### config.mk
export PLATFORM = sky130hd
export DESIGN_NAME = jesd_mode_param_decode
export DESIGN_NICKNAME = d
export VERILOG_FILES = /design/src/jesd_mode_pkg.sv /design/src/stream_fifo.sv /design/src/ilas_octet_build.sv /design/src/jesd_mode_param_decode.sv
export SDC_FILE = /design/constraint.sdc
export NUM_CORES = 1
export LEC_CHECK = 0
export BUFFER_PORTS_ARGS = -buffer_cell sky130_fd_sc_hd__buf_2
export CAP_MARGIN = 10
export CELL_PAD_IN_SITES_DETAIL_PLACEMENT = 1
export CELL_PAD_IN_SITES_GLOBAL_PLACEMENT = 1
export CORE_MARGIN = 2
export CORE_UTILIZATION = 48
export DETAILED_ROUTE_END_ITERATION = 16
export GPL_ROUTABILITY_DRIVEN = 0
export PLACE_DENSITY = 0.83
export SKIP_LAST_GASP = 1
export SYNTH_ARGS = -nofsm -noshare
export SYNTH_HDL_FRONTEND = slang
export SYNTH_SLANG_ARGS = --single-unit
### constraint.sdc
create_clock -name clk_sys -period 4.9 [get_ports clk_sys]
set_clock_uncertainty 0.1 [all_clocks]
set_input_delay 0.98 -clock clk_sys [delete_from_list [all_inputs] [get_ports clk_sys]]
set_output_delay 0.98 -clock clk_sys [all_outputs]
set_load 0.005 [all_outputs]
### src/jesd_mode_pkg.sv
// Purpose: shared constants for the mode decoder and its alignment-sequence stream
// Assumes: only operating modes 0 and 1 are supported
// Notes: alignment-sequence octets follow the usual 14-octet link configuration layout
package jesd_mode_pkg;
  // ==========================================================
  // widths and sizes
  localparam int MODE_W = 5;
  localparam int KM1_W = 5;
  localparam int DID_W = 8;
  localparam int LANES_TOTAL = 16;
  localparam int LANES_PER_LINK_MAX = 8;
  localparam int FIFO_DEPTH = 8;
  localparam int STREAM_W = 13;
  // ==========================================================
  // mode codes
  localparam logic [MODE_W-1:0] MODE_SINGLE12_8L = 5'h00;
  localparam logic [MODE_W-1:0] MODE_SINGLE12_16L = 5'h01;
  // ==========================================================
  // parameters common to modes 0 and 1
  localparam logic [4:0] MODE01_DECIM = 5'h01;
  localparam logic MODE01_INTERLEAVE = 1'b1;
  localparam logic [1:0] MODE01_LINKS = 2'h2;
  localparam logic [4:0] MODE01_RES = 5'h0C;
  localparam logic [1:0] MODE01_CTRL = 2'h0;
  localparam logic [4:0] MODE01_NPRIME = 5'h0C;
  localparam logic [3:0] MODE01_OCTETS = 4'h8;
  localparam logic [3:0] MODE01_SAMPLES = 4'h5;
  // per-mode lanes, converters and bits per clock
  localparam logic [3:0] MODE0_LANES = 4'h4;
  localparam logic [3:0] MODE0_CONV = 4'h4;
  localparam logic [2:0] MODE0_RATIO = 3'h4;
  localparam logic [3:0] MODE1_LANES = 4'h8;
  localparam logic [3:0] MODE1_CONV = 4'h8;
  localparam logic [2:0] MODE1_RATIO = 3'h2;
  localparam logic [2:0] RATIO_BYPASS = 3'h1;
  // multiframe limits for modes 0 and 1
  localparam logic [5:0] K_MIN = 6'h03;
  localparam logic [5:0] K_STEP = 6'h01;
  localparam logic [5:0] K_MAX = 6'h20;
  // ==========================================================
  // alignment-sequence fields
  localparam logic [2:0] JESDV_VAL = 3'h1;
  localparam logic [2:0] SUBCLASSV_VAL = 3'h1;
  localparam int SCR_BIT = 7;
  localparam int VER_LSB = 5;
  localparam logic [3:0] OCT_DID = 4'h0;
  localparam logic [3:0] OCT_ADJ_BID = 4'h1;
  localparam logic [3:0] OCT_LID = 4'h2;
  localparam logic [3:0] OCT_SCR_L = 4'h3;
  localparam logic [3:0] OCT_F = 4'h4;
  localparam logic [3:0] OCT_K = 4'h5;
  localparam logic [3:0] OCT_M = 4'h6;
  localparam logic [3:0] OCT_CS_N = 4'h7;
  localparam logic [3:0] OCT_SUB_NP = 4'h8;
  localparam logic [3:0] OCT_JV_S = 4'h9;
  localparam logic [3:0] OCT_HD_CF = 4'hA;
  localparam logic [3:0] OCT_RES1 = 4'hB;
  localparam logic [3:0] OCT_RES2 = 4'hC;
  localparam logic [3:0] OCT_CHKSUM = 4'hD;
endpackage

### src/stream_fifo.sv
// Purpose: synchronous FIFO with valid/ready on both sides
// Assumes: DEPTH is a power of two
// Notes: full and empty come from pointers with one wrap bit
`timescale 1ns/1ps
module stream_fifo #(
  parameter int WIDTH = 13,
  parameter int DEPTH = 8
) (
  input wire logic clk_sys,
  input wire logic rst_b,
  input wire logic inValid,
  output logic inReady,
  input wire logic [WIDTH-1:0] inData,
  output logic outValid,
  input wire logic outReady,
  output logic [WIDTH-1:0] outData
);
  localparam int AW = $clog2(DEPTH);
  logic [WIDTH-1:0] mem [DEPTH];
  logic [AW:0] wrPtr_r, wrPtr_nxt, rdPtr_r, rdPtr_nxt;
  logic full, empty, doWrite, doRead;

  assign full = (wrPtr_r[AW] != rdPtr_r[AW]) && (wrPtr_r[AW-1:0] == rdPtr_r[AW-1:0]);
  assign empty = (wrPtr_r == rdPtr_r);
  assign inReady = !full;
  assign outValid = !empty;
  assign outData = mem[rdPtr_r[AW-1:0]];
  assign doWrite = inValid && !full;
  assign doRead = outReady && !empty;

  always_comb begin
    wrPtr_nxt = wrPtr_r + {{AW{1'b0}}, doWrite};
    rdPtr_nxt = rdPtr_r + {{AW{1'b0}}, doRead};
  end

  always_ff @(posedge clk_sys or negedge rst_b) begin
    if (!rst_b) begin
      wrPtr_r <= '0;
      rdPtr_r <= '0;
    end else begin
      wrPtr_r <= wrPtr_nxt;
      rdPtr_r <= rdPtr_nxt;
    end
  end

  // storage has no reset; only entries between the pointers are ever read
  always_ff @(posedge clk_sys) begin
    if (doWrite) begin
      mem[wrPtr_r[AW-1:0]] <= inData;
    end
  end
endmodule

### src/ilas_octet_build.sv
// Purpose: selects one configuration octet of the alignment sequence
// Assumes: all count inputs already hold the minus-one encodings
// Notes: purely combinational; the caller registers the result
`timescale 1ns/1ps
module ilas_octet_build
  import jesd_mode_pkg::*;
(
  input wire logic [3:0] octetIdx,
  input wire logic [7:0] deviceId,
  input wire logic [4:0] laneId,
  input wire logic scrEnable,
  input wire logic [4:0] lanesM1,
  input wire logic [7:0] octetsM1,
  input wire logic [4:0] kM1,
  input wire logic [7:0] convM1,
  input wire logic [4:0] resM1,
  input wire logic [4:0] nPrimeM1,
  input wire logic [4:0] samplesM1,
  output logic [7:0] octet
);
  logic [7:0] checksum;

  // sum of field values, not of packed octets; fixed-zero fields add nothing
  always_comb begin
    checksum = deviceId + {3'h0, laneId} + {7'h0, scrEnable} + {3'h0, lanesM1} + octetsM1
      + {3'h0, kM1} + convM1 + {3'h0, resM1} + {5'h00, SUBCLASSV_VAL} + {3'h0, nPrimeM1}
      + {5'h00, JESDV_VAL} + {3'h0, samplesM1};
  end

  always_comb begin
    octet = 8'h00;
    unique case (octetIdx)
      OCT_DID: octet = deviceId;
      OCT_ADJ_BID: octet = 8'h00;
      OCT_LID: octet = {3'h0, laneId};
      OCT_SCR_L: octet = {scrEnable, 2'h0, lanesM1};
      OCT_F: octet = octetsM1;
      OCT_K: octet = {3'h0, kM1};
      OCT_M: octet = convM1;
      OCT_CS_N: octet = {3'h0, resM1};
      OCT_SUB_NP: octet = {SUBCLASSV_VAL, nPrimeM1};
      OCT_JV_S: octet = {JESDV_VAL, samplesM1};
      OCT_HD_CF: octet = 8'h00;
      OCT_RES1: octet = 8'h00;
      OCT_RES2: octet = 8'h00;
      OCT_CHKSUM: octet = checksum;
      default: octet = 8'h00;
    endcase
  end
endmodule

### src/jesd_mode_param_decode.sv
// Purpose: decodes the operating-mode code into the link parameter set and streams alignment octets
// Assumes: software changes configuration inputs only while linkEnable is low
// Notes: one stream word per lane per octet, lane-major, through an 8-word FIFO
// Functional notes
// - one mode code alone yields every link parameter except multiframe length, device identifier and scrambler enable.
// - interleave flag is one for single-channel modes, zero for dual.
// - bits-per-clock ratio sets serializer PLL multiplier or selects bypass.
// - multiframe length comes from the software field, not the mode.
// - every link-format parameter is sent during the alignment sequence.
// - adjust count, direction, bank, control words, density, reserved fields send zero.
// - control-bits-per-sample field always sends zero.
// - standard revision and subclass version both send one.
// - device identifier sent equals the software-written value.
// - scrambler enable comes from software and is reported in alignment sequence.
// - checksum is sum of preceding fields modulo 256.
// - lane identifier is the lane position inside its link.
// - converter count governs packing only, not physical channel count.
// - bits-per-sample field is width after control and tail bits.
// - mode zero: 12-bit interleaved, two links of four lanes, ratio four.
// - mode one: 12-bit interleaved, two links of eight lanes, ratio two.
// - lowest lanes of each link drive; unused higher lanes power down.
`timescale 1ns/1ps
module jesd_mode_param_decode
  import jesd_mode_pkg::*;
(
  input wire logic clk_sys,
  input wire logic rst_b,
  input wire logic [MODE_W-1:0] linkModeCode,
  input wire logic [KM1_W-1:0] framesPerMultiframeMinusOne,
  input wire logic [DID_W-1:0] deviceId,
  input wire logic scramblerEnable,
  input wire logic linkEnable,
  input wire logic ilasReady,
  output logic modeValid,
  output logic kValid,
  output logic interleaveEnable,
  output logic [4:0] decimationFactor,
  output logic [1:0] linkCount,
  output logic [4:0] sampleResolution,
  output logic [1:0] controlBitsPerSample,
  output logic [4:0] bitsPerSample,
  output logic [3:0] lanesPerLink,
  output logic [3:0] convertersPerLink,
  output logic [3:0] octetsPerFrame,
  output logic [3:0] samplesPerFrame,
  output logic [2:0] bitsPerClock,
  output logic [2:0] pllMultiplier,
  output logic pllBypass,
  output logic [5:0] multiframeLength,
  output logic scramblerActive,
  output logic [LANES_TOTAL-1:0] laneEnable,
  output logic ilasBusy,
  output logic ilasValid,
  output logic [7:0] ilasData,
  output logic [3:0] ilasLane,
  output logic ilasLast
);
  typedef enum logic [1:0] {IDLE, EMIT, HOLD} state_type;

  // ==========================================================
  // mode decode
  logic modeValid_r, modeValid_nxt, kValid_r, kValid_nxt;
  logic interleave_r, interleave_nxt, pllBypass_r, pllBypass_nxt, scr_r, scr_nxt;
  logic [4:0] decim_r, decim_nxt, res_r, res_nxt, nPrime_r, nPrime_nxt;
  logic [1:0] links_r, links_nxt, ctrl_r, ctrl_nxt;
  logic [3:0] lanes_r, lanes_nxt, conv_r, conv_nxt, octets_r, octets_nxt, samples_r, samples_nxt;
  logic [2:0] ratio_r, ratio_nxt, pllMult_r, pllMult_nxt;
  logic [5:0] kLen_r, kLen_nxt;
  logic [KM1_W-1:0] km1_r, km1_nxt;
  logic [DID_W-1:0] did_r, did_nxt;
  logic [LANES_TOTAL-1:0] laneEn_r, laneEn_nxt;

  always_comb begin
    modeValid_nxt = 1'b1;
    interleave_nxt = MODE01_INTERLEAVE;
    decim_nxt = MODE01_DECIM;
    links_nxt = MODE01_LINKS;
    res_nxt = MODE01_RES;
    ctrl_nxt = MODE01_CTRL;
    nPrime_nxt = MODE01_NPRIME;
    octets_nxt = MODE01_OCTETS;
    samples_nxt = MODE01_SAMPLES;
    lanes_nxt = MODE0_LANES;
    conv_nxt = MODE0_CONV;
    ratio_nxt = MODE0_RATIO;
    unique case (linkModeCode)
      MODE_SINGLE12_8L: begin
        lanes_nxt = MODE0_LANES;
        conv_nxt = MODE0_CONV;
        ratio_nxt = MODE0_RATIO;
      end
      MODE_SINGLE12_16L: begin
        lanes_nxt = MODE1_LANES;
        conv_nxt = MODE1_CONV;
        ratio_nxt = MODE1_RATIO;
      end
      default: begin
        // unsupported code: every mode-derived parameter zero, lanes off, no stream
        modeValid_nxt = 1'b0;
        interleave_nxt = 1'b0;
        decim_nxt = 5'h00;
        links_nxt = 2'h0;
        res_nxt = 5'h00;
        nPrime_nxt = 5'h00;
        octets_nxt = 4'h0;
        samples_nxt = 4'h0;
        lanes_nxt = 4'h0;
        conv_nxt = 4'h0;
        ratio_nxt = 3'h0;
      end
    endcase
    pllBypass_nxt = (ratio_nxt == RATIO_BYPASS);
    pllMult_nxt = pllBypass_nxt ? 3'h0 : ratio_nxt;
    km1_nxt = framesPerMultiframeMinusOne;
    kLen_nxt = {1'b0, framesPerMultiframeMinusOne} + 6'h01;
    // step is one here, so range alone decides
    kValid_nxt = modeValid_nxt && (kLen_nxt >= K_MIN) && (kLen_nxt <= K_MAX)
      && (((kLen_nxt - K_MIN) % K_STEP) == 6'h00);
    did_nxt = deviceId;
    scr_nxt = scramblerEnable;
  end

  genvar gl;
  generate
    for (gl = 0; gl < LANES_TOTAL; gl++) begin : g_lane
      localparam logic [3:0] POS = 4'(gl % LANES_PER_LINK_MAX);
      localparam logic [1:0] LNK = 2'(gl / LANES_PER_LINK_MAX);
      assign laneEn_nxt[gl] = (POS < lanes_nxt) && (LNK < links_nxt);
    end
  endgenerate

  always_ff @(posedge clk_sys or negedge rst_b) begin
    if (!rst_b) begin
      modeValid_r <= 1'b0;
      kValid_r <= 1'b0;
      interleave_r <= 1'b0;
      decim_r <= 5'h00;
      links_r <= 2'h0;
      res_r <= 5'h00;
      ctrl_r <= 2'h0;
      nPrime_r <= 5'h00;
      octets_r <= 4'h0;
      samples_r <= 4'h0;
      lanes_r <= 4'h0;
      conv_r <= 4'h0;
      ratio_r <= 3'h0;
      pllMult_r <= 3'h0;
      pllBypass_r <= 1'b0;
      km1_r <= '0;
      kLen_r <= 6'h00;
      did_r <= '0;
      scr_r <= 1'b0;
      laneEn_r <= '0;
    end else begin
      modeValid_r <= modeValid_nxt;
      kValid_r <= kValid_nxt;
      interleave_r <= interleave_nxt;
      decim_r <= decim_nxt;
      links_r <= links_nxt;
      res_r <= res_nxt;
      ctrl_r <= ctrl_nxt;
      nPrime_r <= nPrime_nxt;
      octets_r <= octets_nxt;
      samples_r <= samples_nxt;
      lanes_r <= lanes_nxt;
      conv_r <= conv_nxt;
      ratio_r <= ratio_nxt;
      pllMult_r <= pllMult_nxt;
      pllBypass_r <= pllBypass_nxt;
      km1_r <= km1_nxt;
      kLen_r <= kLen_nxt;
      did_r <= did_nxt;
      scr_r <= scr_nxt;
      laneEn_r <= laneEn_nxt;
    end
  end

  assign modeValid = modeValid_r;
  assign kValid = kValid_r;
  assign interleaveEnable = interleave_r;
  assign decimationFactor = decim_r;
  assign linkCount = links_r;
  assign sampleResolution = res_r;
  assign controlBitsPerSample = ctrl_r;
  assign bitsPerSample = nPrime_r;
  assign lanesPerLink = lanes_r;
  assign convertersPerLink = conv_r;
  assign octetsPerFrame = octets_r;
  assign samplesPerFrame = samples_r;
  assign bitsPerClock = ratio_r;
  assign pllMultiplier = pllMult_r;
  assign pllBypass = pllBypass_r;
  assign multiframeLength = kLen_r;
  assign scramblerActive = scr_r;
  assign laneEnable = laneEn_r;

  // ==========================================================
  // alignment-sequence walker
  state_type state_r, state_nxt;
  logic [3:0] octIdx_r, octIdx_nxt;
  logic [2:0] lanePos_r, lanePos_nxt;
  logic linkSel_r, linkSel_nxt;
  logic fifoInReady, fifoOutValid, push, lastOctet, lastLane, lastLink;
  logic [7:0] octet;
  logic [STREAM_W-1:0] fifoOutData;

  assign lastOctet = (octIdx_r == OCT_CHKSUM);
  assign lastLane = ({1'b0, lanePos_r} == lanes_r - 4'h1);
  assign lastLink = ({1'b0, linkSel_r} == links_r - 2'h1);
  assign push = (state_r == EMIT) && linkEnable && fifoInReady;

  always_comb begin
    state_nxt = state_r;
    octIdx_nxt = octIdx_r;
    lanePos_nxt = lanePos_r;
    linkSel_nxt = linkSel_r;
    unique case (state_r)
      IDLE: begin
        octIdx_nxt = 4'h0;
        lanePos_nxt = 3'h0;
        linkSel_nxt = 1'b0;
        if (linkEnable && modeValid_r) begin
          state_nxt = EMIT;
        end
      end
      EMIT: begin
        if (!linkEnable) begin
          state_nxt = IDLE;
        end else if (push) begin
          octIdx_nxt = lastOctet ? 4'h0 : octIdx_r + 4'h1;
          if (lastOctet) begin
            lanePos_nxt = lastLane ? 3'h0 : lanePos_r + 3'h1;
            if (lastLane) begin
              linkSel_nxt = !linkSel_r;
              if (lastLink) begin
                state_nxt = HOLD;
              end
            end
          end
        end
      end
      HOLD: begin
        if (!linkEnable) begin
          state_nxt = IDLE;
        end
      end
    endcase
  end

  always_ff @(posedge clk_sys or negedge rst_b) begin
    if (!rst_b) begin
      state_r <= IDLE;
      octIdx_r <= 4'h0;
      lanePos_r <= 3'h0;
      linkSel_r <= 1'b0;
    end else begin
      state_r <= state_nxt;
      octIdx_r <= octIdx_nxt;
      lanePos_r <= lanePos_nxt;
      linkSel_r <= linkSel_nxt;
    end
  end

  ilas_octet_build u_build (
    .octetIdx(octIdx_r),
    .deviceId(did_r),
    .laneId({2'h0, lanePos_r}),
    .scrEnable(scr_r),
    .lanesM1({1'b0, lanes_r - 4'h1}),
    .octetsM1({4'h0, octets_r - 4'h1}),
    .kM1(km1_r),
    .convM1({4'h0, conv_r - 4'h1}),
    .resM1(res_r - 5'h01),
    .nPrimeM1(nPrime_r - 5'h01),
    .samplesM1({1'b0, samples_r - 4'h1}),
    .octet(octet)
  );

  // ==========================================================
  // buffered output stage; registered so that every output is a flop
  logic outValid_r, outValid_nxt, outLast_r, outLast_nxt, busy_r, busy_nxt;
  logic [7:0] outData_r, outData_nxt;
  logic [3:0] outLane_r, outLane_nxt;
  logic take;

  assign take = fifoOutValid && (!outValid_r || ilasReady);

  stream_fifo #(.WIDTH(STREAM_W), .DEPTH(FIFO_DEPTH)) u_fifo (
    .clk_sys(clk_sys),
    .rst_b(rst_b),
    .inValid(push),
    .inReady(fifoInReady),
    .inData({lastOctet && lastLane && lastLink, linkSel_r, lanePos_r, octet}),
    .outValid(fifoOutValid),
    .outReady(take),
    .outData(fifoOutData)
  );

  always_comb begin
    outValid_nxt = outValid_r;
    outData_nxt = outData_r;
    outLane_nxt = outLane_r;
    outLast_nxt = outLast_r;
    if (take) begin
      outValid_nxt = 1'b1;
      outData_nxt = fifoOutData[7:0];
      outLane_nxt = fifoOutData[11:8];
      outLast_nxt = fifoOutData[12];
    end else if (ilasReady) begin
      outValid_nxt = 1'b0;
    end
    busy_nxt = (state_nxt == EMIT) || fifoOutValid || outValid_nxt;
  end

  always_ff @(posedge clk_sys or negedge rst_b) begin
    if (!rst_b) begin
      outValid_r <= 1'b0;
      outData_r <= 8'h00;
      outLane_r <= 4'h0;
      outLast_r <= 1'b0;
      busy_r <= 1'b0;
    end else begin
      outValid_r <= outValid_nxt;
      outData_r <= outData_nxt;
      outLane_r <= outLane_nxt;
      outLast_r <= outLast_nxt;
      busy_r <= busy_nxt;
    end
  end

  assign ilasValid = outValid_r;
  assign ilasData = outData_r;
  assign ilasLane = outLane_r;
  assign ilasLast = outLast_r;
  assign ilasBusy = busy_r;
endmodule

# --- After elaboration in Yosys (flattened, before gate mapping) ---
# Memories as Yosys holds them, arrays and structs flattened. A register that Yosys moved wholly into a read port is not among the register bits.
# Cells that the tools add are included.
# Widths: inputs -> output; s select.
classes:
  n_addsub: 21
  n_lt_le_gt_ge: 12
  eq_ne: 23
  n_mux: 36
  reduce_logical: 43
ops:
  columns: ["cell", "count"]
  rows:
  - ["$pmux 8 s10", 1]
  - ["$add 8x4->8", 4]
  - ["$logic_and 1x1->1", 27]
  - ["$add 8x5->8", 3]
  - ["$mux 4", 5]
  - ["$mux 3", 6]
  - ["$add 8x1->8 const B", 2]
  - ["$eq 4x3->1 const B", 4]
  - ["$lt 3x4->1 const A", 4]
  - ["$mux 2", 8]
  - ["$pmux 4 s2", 2]
  - ["$eq 4x4->1 const B", 3]
  - ["$pmux 3 s2", 2]
  - ["$sub 4x1->4 const B", 3]
  - ["$mux 1", 10]
  - ["$add 4x1->4", 2]
  - ["$add 8x1->8", 1]
  - ["$add 8x3->8", 1]
  - ["$eq 4x2->1 const B", 2]
  - ["$lt 1x4->1 const A", 2]
  - ["$lt 2x4->1 const A", 2]
  - ["$add 5x1->6 const B", 1]
  - ["$ge 6x2->1 const B", 1]
  - ["$le 6x6->1 const B", 1]
  - ["28 further kinds", 38]
word_totals:
  register_bits: 89
  ram_bits: 104
  input_bits: 23
  output_inout_bits: 83
  elab_cells: 160
  n_memories: 1
mem_list:
  columns: ["name", "depth", "width", "read_ports", "rd_ports_with_merged_regs", "wr", "line", "rtl"]
  rows:
  - ["u_fifo.mem", 8, 13, 1, 1, 1, "stream_fifo.sv:19", "logic [WIDTH-1:0] mem [DEPTH];"]

# --- Logic depth before layout (Yosys ltp) ---
depth:
  word_depth: 12
  depth_mapped: 13
  mapped_depth_nobuf: 13

# --- Hierarchy ---
# A second synthesis with hierarchy kept.
unflattened:
  cells_unflattened: 620
  area_unflattened_um2: 8782.2
modules_own_cells:
  columns: ["module", "instances", "cells_per_inst", "area_each_um2"]
  rows:
  - ["stream_fifo", 1, 193, 4450.5]
  - ["jesd_mode_param_decode", 1, 216, 2444.8]
  - ["ilas_octet_build", 1, 211, 1886.8]

# --- Least setup slack after synthesis ---
# Ideal clock, no wire load.
synth_path:
  path_kind: "register -> register"
  startpoint: "register samples_r[0], in the netlist samplesPerFrame[0]"
  endpoint: "memory u_fifo.mem[0][6] (data pin)"
  setup_ps: 265
  t_arrival_ps: 3615
  required_ps: 4535
  slack_ps: 920
  path_stages_with_launch: 13
  period_less_slack_ps: 3980
  path_cell_list: "dfrtp_1 clkbuf_1 inv_1 fa_1 inv_1 fa_1 fa_1 inv_1 ha_1 a21o_1 a21oi_1 xor2_1 o21ai_0"
synth_via:
  elab_chain_cells: 3
synth_rtl:
  columns: ["item", "line", "rtl"]
  rows:
  - ["start: declaration", "jesd_mode_param_decode.sv:66", "logic [3:0] lanes_r, lanes_nxt, conv_r, conv_nxt, octets_r, octets_nxt, samples_r, samples_nxt;"]
  - ["start signal: assignment", "jesd_mode_param_decode.sv:164", "samples_r <= samples_nxt;"]
  - ["$sub 4x1->4", "jesd_mode_param_decode.sv:275", ".samplesM1({1'b0, samples_r - 4'h1}),"]
  - ["$add 8x4->8", "ilas_octet_build.sv:27", "+ {5'h00, JESDV_VAL} + {3'h0, samplesM1};"]
  - ["$pmux 8 s10", "ilas_octet_build.sv:32", "unique case (octetIdx)"]
  - ["named net octet[6]", "jesd_mode_param_decode.sv:204", "logic [7:0] octet;"]
  - ["end: declaration", "stream_fifo.sv:19", null]
# The timed path passes the listed nets, and every way through them passes these cells.

# --- Worst setup path after layout ---
layout_path:
  startpoint: "register lanePos_r[1]"
  endpoint: "memory u_fifo.mem[2][6] (data pin)"
layout_via:
  elab_chain_cells: 12
layout_rtl:
  columns: ["item", "line", "rtl"]
  rows:
  - ["start: declaration", "jesd_mode_param_decode.sv:201", "logic [2:0] lanePos_r, lanePos_nxt;"]
  - ["start signal: assignment", "jesd_mode_param_decode.sv:259", "lanePos_r <= lanePos_nxt;"]
  - ["$add 8x3->8", "ilas_octet_build.sv:25", "checksum = deviceId + {3'h0, laneId} + {7'h0, scrEnable} + {3'h0, lanesM1} + octetsM1"]
  - ["$add 8x1->8", "ilas_octet_build.sv:25", null]
  - ["$add 8x4->8 (2 in series)", "ilas_octet_build.sv:25", null]
  - ["$add 8x5->8", "ilas_octet_build.sv:26", "+ {3'h0, kM1} + convM1 + {3'h0, resM1} + {5'h00, SUBCLASSV_VAL} + {3'h0, nPrimeM1}"]
  - ["$add 8x4->8", "ilas_octet_build.sv:26", null]
  - ["$add 8x5->8", "ilas_octet_build.sv:26", null]
  - ["$add 8x1->8", "ilas_octet_build.sv:26", null]
  - ["$add 8x5->8", "ilas_octet_build.sv:26", null]
  - ["$add 8x1->8", "ilas_octet_build.sv:27", null]
  - ["$add 8x4->8", "ilas_octet_build.sv:27", null]
  - ["$pmux 8 s10", "ilas_octet_build.sv:32", null]
  - ["named net octet[6]", "jesd_mode_param_decode.sv:204", null]
# The timed path passes the listed nets, and every way through them passes these cells.

==> impl_metrics.csv <==
group,metric,value,unit
outcome,outcome,"finished clean",
global_route,grt_pass1_wl,27.6,mm
finish,drive_gt1_frac,0.240,
finish,final_cell_mix,"edfxtp_1, buf_2, dfrtp_1, inv_1, nand2_1",
finish,fin_nets,679,
drt,drc,0,
yosys,synth_cell_types,55,
finish,antennaDiodeCount,0,
drt,drt_iter0_drc,245,
yosys,yosysSeqAreaShare,0.589,
placed_design,place_area,8100,um2
yosys,synth_flop_cell,"edfxtp_1",
clocking,cts_sinks,162,
timing,slew_viol_final,0,
die,die_area,17200,um2
drt,wl_per_cell,20.3,um
power,p_leak,3.62,nW
drt,drt_pass1_iterations,4,
timing,setup_slack,0.861,ns
die,rows,46,
finish,ff_latch_area,4570,um2
yosys,synth_area_per_cell,13.9,um2
critical_path,critPathKind,"reg -> reg",
critical_path,critical_path_required,4.93,ns
drt,vias,4568,
timing,tightestPinTransition,1.15,ns
finish,fin_area,8690,um2
global_route,grt_pass1_vias,5126,
clocking,cts_setup_buffers,0,
finish,multi_input_area,2570,um2
yosys,synth_cells,557,
finish,fillerInstances,1577,
clocking,clkTransAtPathRegs,0.06,ns
timing,hold_violations,0,
global_route,track_usage,0.209,
die,pin_count,106,
yosys,ys_ff_latch,162,
critical_path,crit_family,"adder cells",
critical_path,crit_arrival,4.07,ns
die,initial_core_util,0.491,
yosys,syn_area,7760,um2
clocking,clk_path_buf_depth,2,
timing,min_period,4.04,ns
die,core,15800,um2
drt,ant_nets,0,
critical_path,critPathBufInv,2,
power,power_density,483,nW/um2
placed_design,port_buffers,80,
critical_path,crit_path_frequent_cell,"fa_1",
global_route,grt-ovfl-total,0,
timing,setup_viol,0,
critical_path,cp_cell_sequence,"inv_1 -> fa_1 -> fa_1 -> fa_1 -> inv_1 -> ha_1 -> fa_1 -> a21o_1 -> a21oi_1 -> xor2_1 -> o21ai_0",
global_route,antenna_found_initial,0,
yosys,synth_edf_count,104,
yosys,async_flop_share,0.358,
clocking,cts-root-buf,"clkbuf_16",
clocking,cts_tree,"done",
timing,rsz0062_at_grt,"false",
timing,fin_crit_sh,0.824,
timing,finalSetupTns,0,ns
finish,area_growth_syn_to_layout,12.0,%
clocking,htree_num_levels,4,
timing,fmax,0.248,GHz
drt,drt-total-wl,17.2,mm
flow_run,maxCapViolCount,0,
clocking,cts_made_buffers,17,
power,ir_drop,0.297,mV
placed_design,pre_cts_slack,0.944,ns
placed_design,dpl.hpwl,11.4,mm
clocking,holdBufCountCts,0,
timing,slew_headroom,0.231,
die,die_h,131,um
global_route,grt_max_degree,59,
critical_path,end_kind,"register",
clocking,clkLatencyLatePin,0.43,ns
drt,viasPerCell,5.40,
clocking,cts-resized-gates,0,
critical_path,max_stage_delay,0.57,ns
critical_path,cp_max_fo,12,
critical_path,cp_slowest_cell,"dfrtp_1",
critical_path,worstSetupStartpointType,"register",
finish,layout_commonest_cell,"edfxtp_1",
die,die_x,131,um
hold_path,hold_class,"reg -> reg",
yosys,synth_warnings,0,
-- cell families (layout without fill, tap and decap cells) --
family | Yosys count | in the layout | share of synthesized area
flip-flops | 162 | 162 | 0.589
buffers and inverters | 123 | 172 | 0.0912
AND/OR/NAND/NOR | 99 | 99 | 0.0653
AO/OA/AOI/OAI | 70 | 70 | 0.0591
multiplexers | 42 | 42 | 0.0975
adder cells (fa/ha/maj) | 40 | 40 | 0.0748
XOR/XNOR | 20 | 20 | 0.0226
other | 1 | 25 | 0.000483
-- cell type report --
class	count	share of cell area
Inverter	45	0.0194
Clock buffer	20	0.0502
Tap cell	216	0.0311
Timing Repair Buffer	95	0.0590
Clock inverter	12	0.0181
Sequential cell	162	0.526
Multi-Input combinational cell	296	0.296
-- cell usage after synthesis, drive strengths merged, types with 3 or more instances --
cell type / instances / area, um2
edfxtp: 104 / 3120
buf: 72 / 517
dfrtp: 58 / 1450
inv: 45 / 169
nand2: 33 / 124
o21ai: 29 / 145
ha: 28 / 350
mux4: 26 / 597
mux2i: 16 / 160
nor2: 15 / 56.3
nand3: 12 / 60.1
fa: 11 / 220
xor2: 11 / 96.3
xnor2: 9 / 78.8
a21oi: 8 / 40.0
nor3: 8 / 40.0
clkbuf: 6 / 22.5
nand2b: 6 / 37.5
a21o: 5 / 37.5
nor3b: 5 / 37.5
a211oi: 4 / 30.0
a31oi: 4 / 25.0
o211ai: 3 / 22.5
o22ai: 3 / 18.8
-- power by group --
| part | total (W) | switching (W) | internal, W |
|---|---|---|---|
| registers | 0.00173 | 0.000106 | 0.00162 |
| logic | 0.00114 | 0.000638 | 0.000499 |
| clock network | 0.00133 | 0.000530 | 0.000803 |
| total | 0.00420 | 0.00127 | 0.00293 |
-- metrics by stage --
stage | util | instances | total power, W | hold slack [ns]
after floorplan | - | 581 | 0.00258 | 0.364
after global placement | 0.512 | 814 | 0.00281 | 0.356
after detailed placement | 0.512 | 814 | 0.00290 | 0.365
after CTS | 0.549 | 846 | 0.00424 | 0.379
after global routing | 0.549 | 846 | 0.00441 | 0.428
final | 0.549 | 846 | 0.00420 | 0.372
-- worst register-to-register path: stages, from the launching register on --
cell     delay [ns]
dfrtp_1        0.57
inv_1          0.11
fa_1           0.49
fa_1           0.56
fa_1           0.18
inv_1          0.05
ha_1           0.22
fa_1           0.43
a21o_1         0.20
a21oi_1        0.17
xor2_1         0.08
o21ai_0        0.56
-- sequential cells by signal (all words and copies together) (netlist names) --
register / cells
laneEnable: 2
ilasValid: 1
km1_r: 5
lanePos_r: 3
multiframeLength: 6
did_r: 8
linkSel_r: 1
convertersPerLink: 1
u_fifo.mem: 104
state_r: 2
ilasLast: 1
u_fifo.rdPtr_r: 4
scramblerActive: 1
u_fifo.wrPtr_r: 4
kValid: 1
samplesPerFrame: 1
ilasData: 8
ilasBusy: 1
octIdx_r: 4
ilasLane: 4
-- routing by layer --
metal | GRT usage | wire length (um) | up-vias
li1 | - | - | 2057
met1 | 0.240 | 6790 | 2324
met2 | 0.382 | 9160 | 150
met3 | 0.0409 | 763 | 37
met4 | 0.0876 | 455 | 0
met5 | 0 | 0 | -
-- path summary, 6_finish.rpt --
kind                       slack [ns]          endpoint         start  cells past startpoint
setup / recovery                 0.86  u_fifo.mem[2][6]  lanePos_r[1]                     11
hold / removal                   0.37       ilasData[1]   ilasData[1]                      2
setup reg to reg                 0.86  u_fifo.mem[2][6]  lanePos_r[1]                     11
hold reg to reg                  0.37       ilasData[1]   ilasData[1]                      2
max in group asynchronous        3.56          did_r[6]         rst_b                      2
min in group asynchronous        0.60       ilasLane[1]         rst_b                      2
Note: power is estimated with default switching activity, not from simulation.
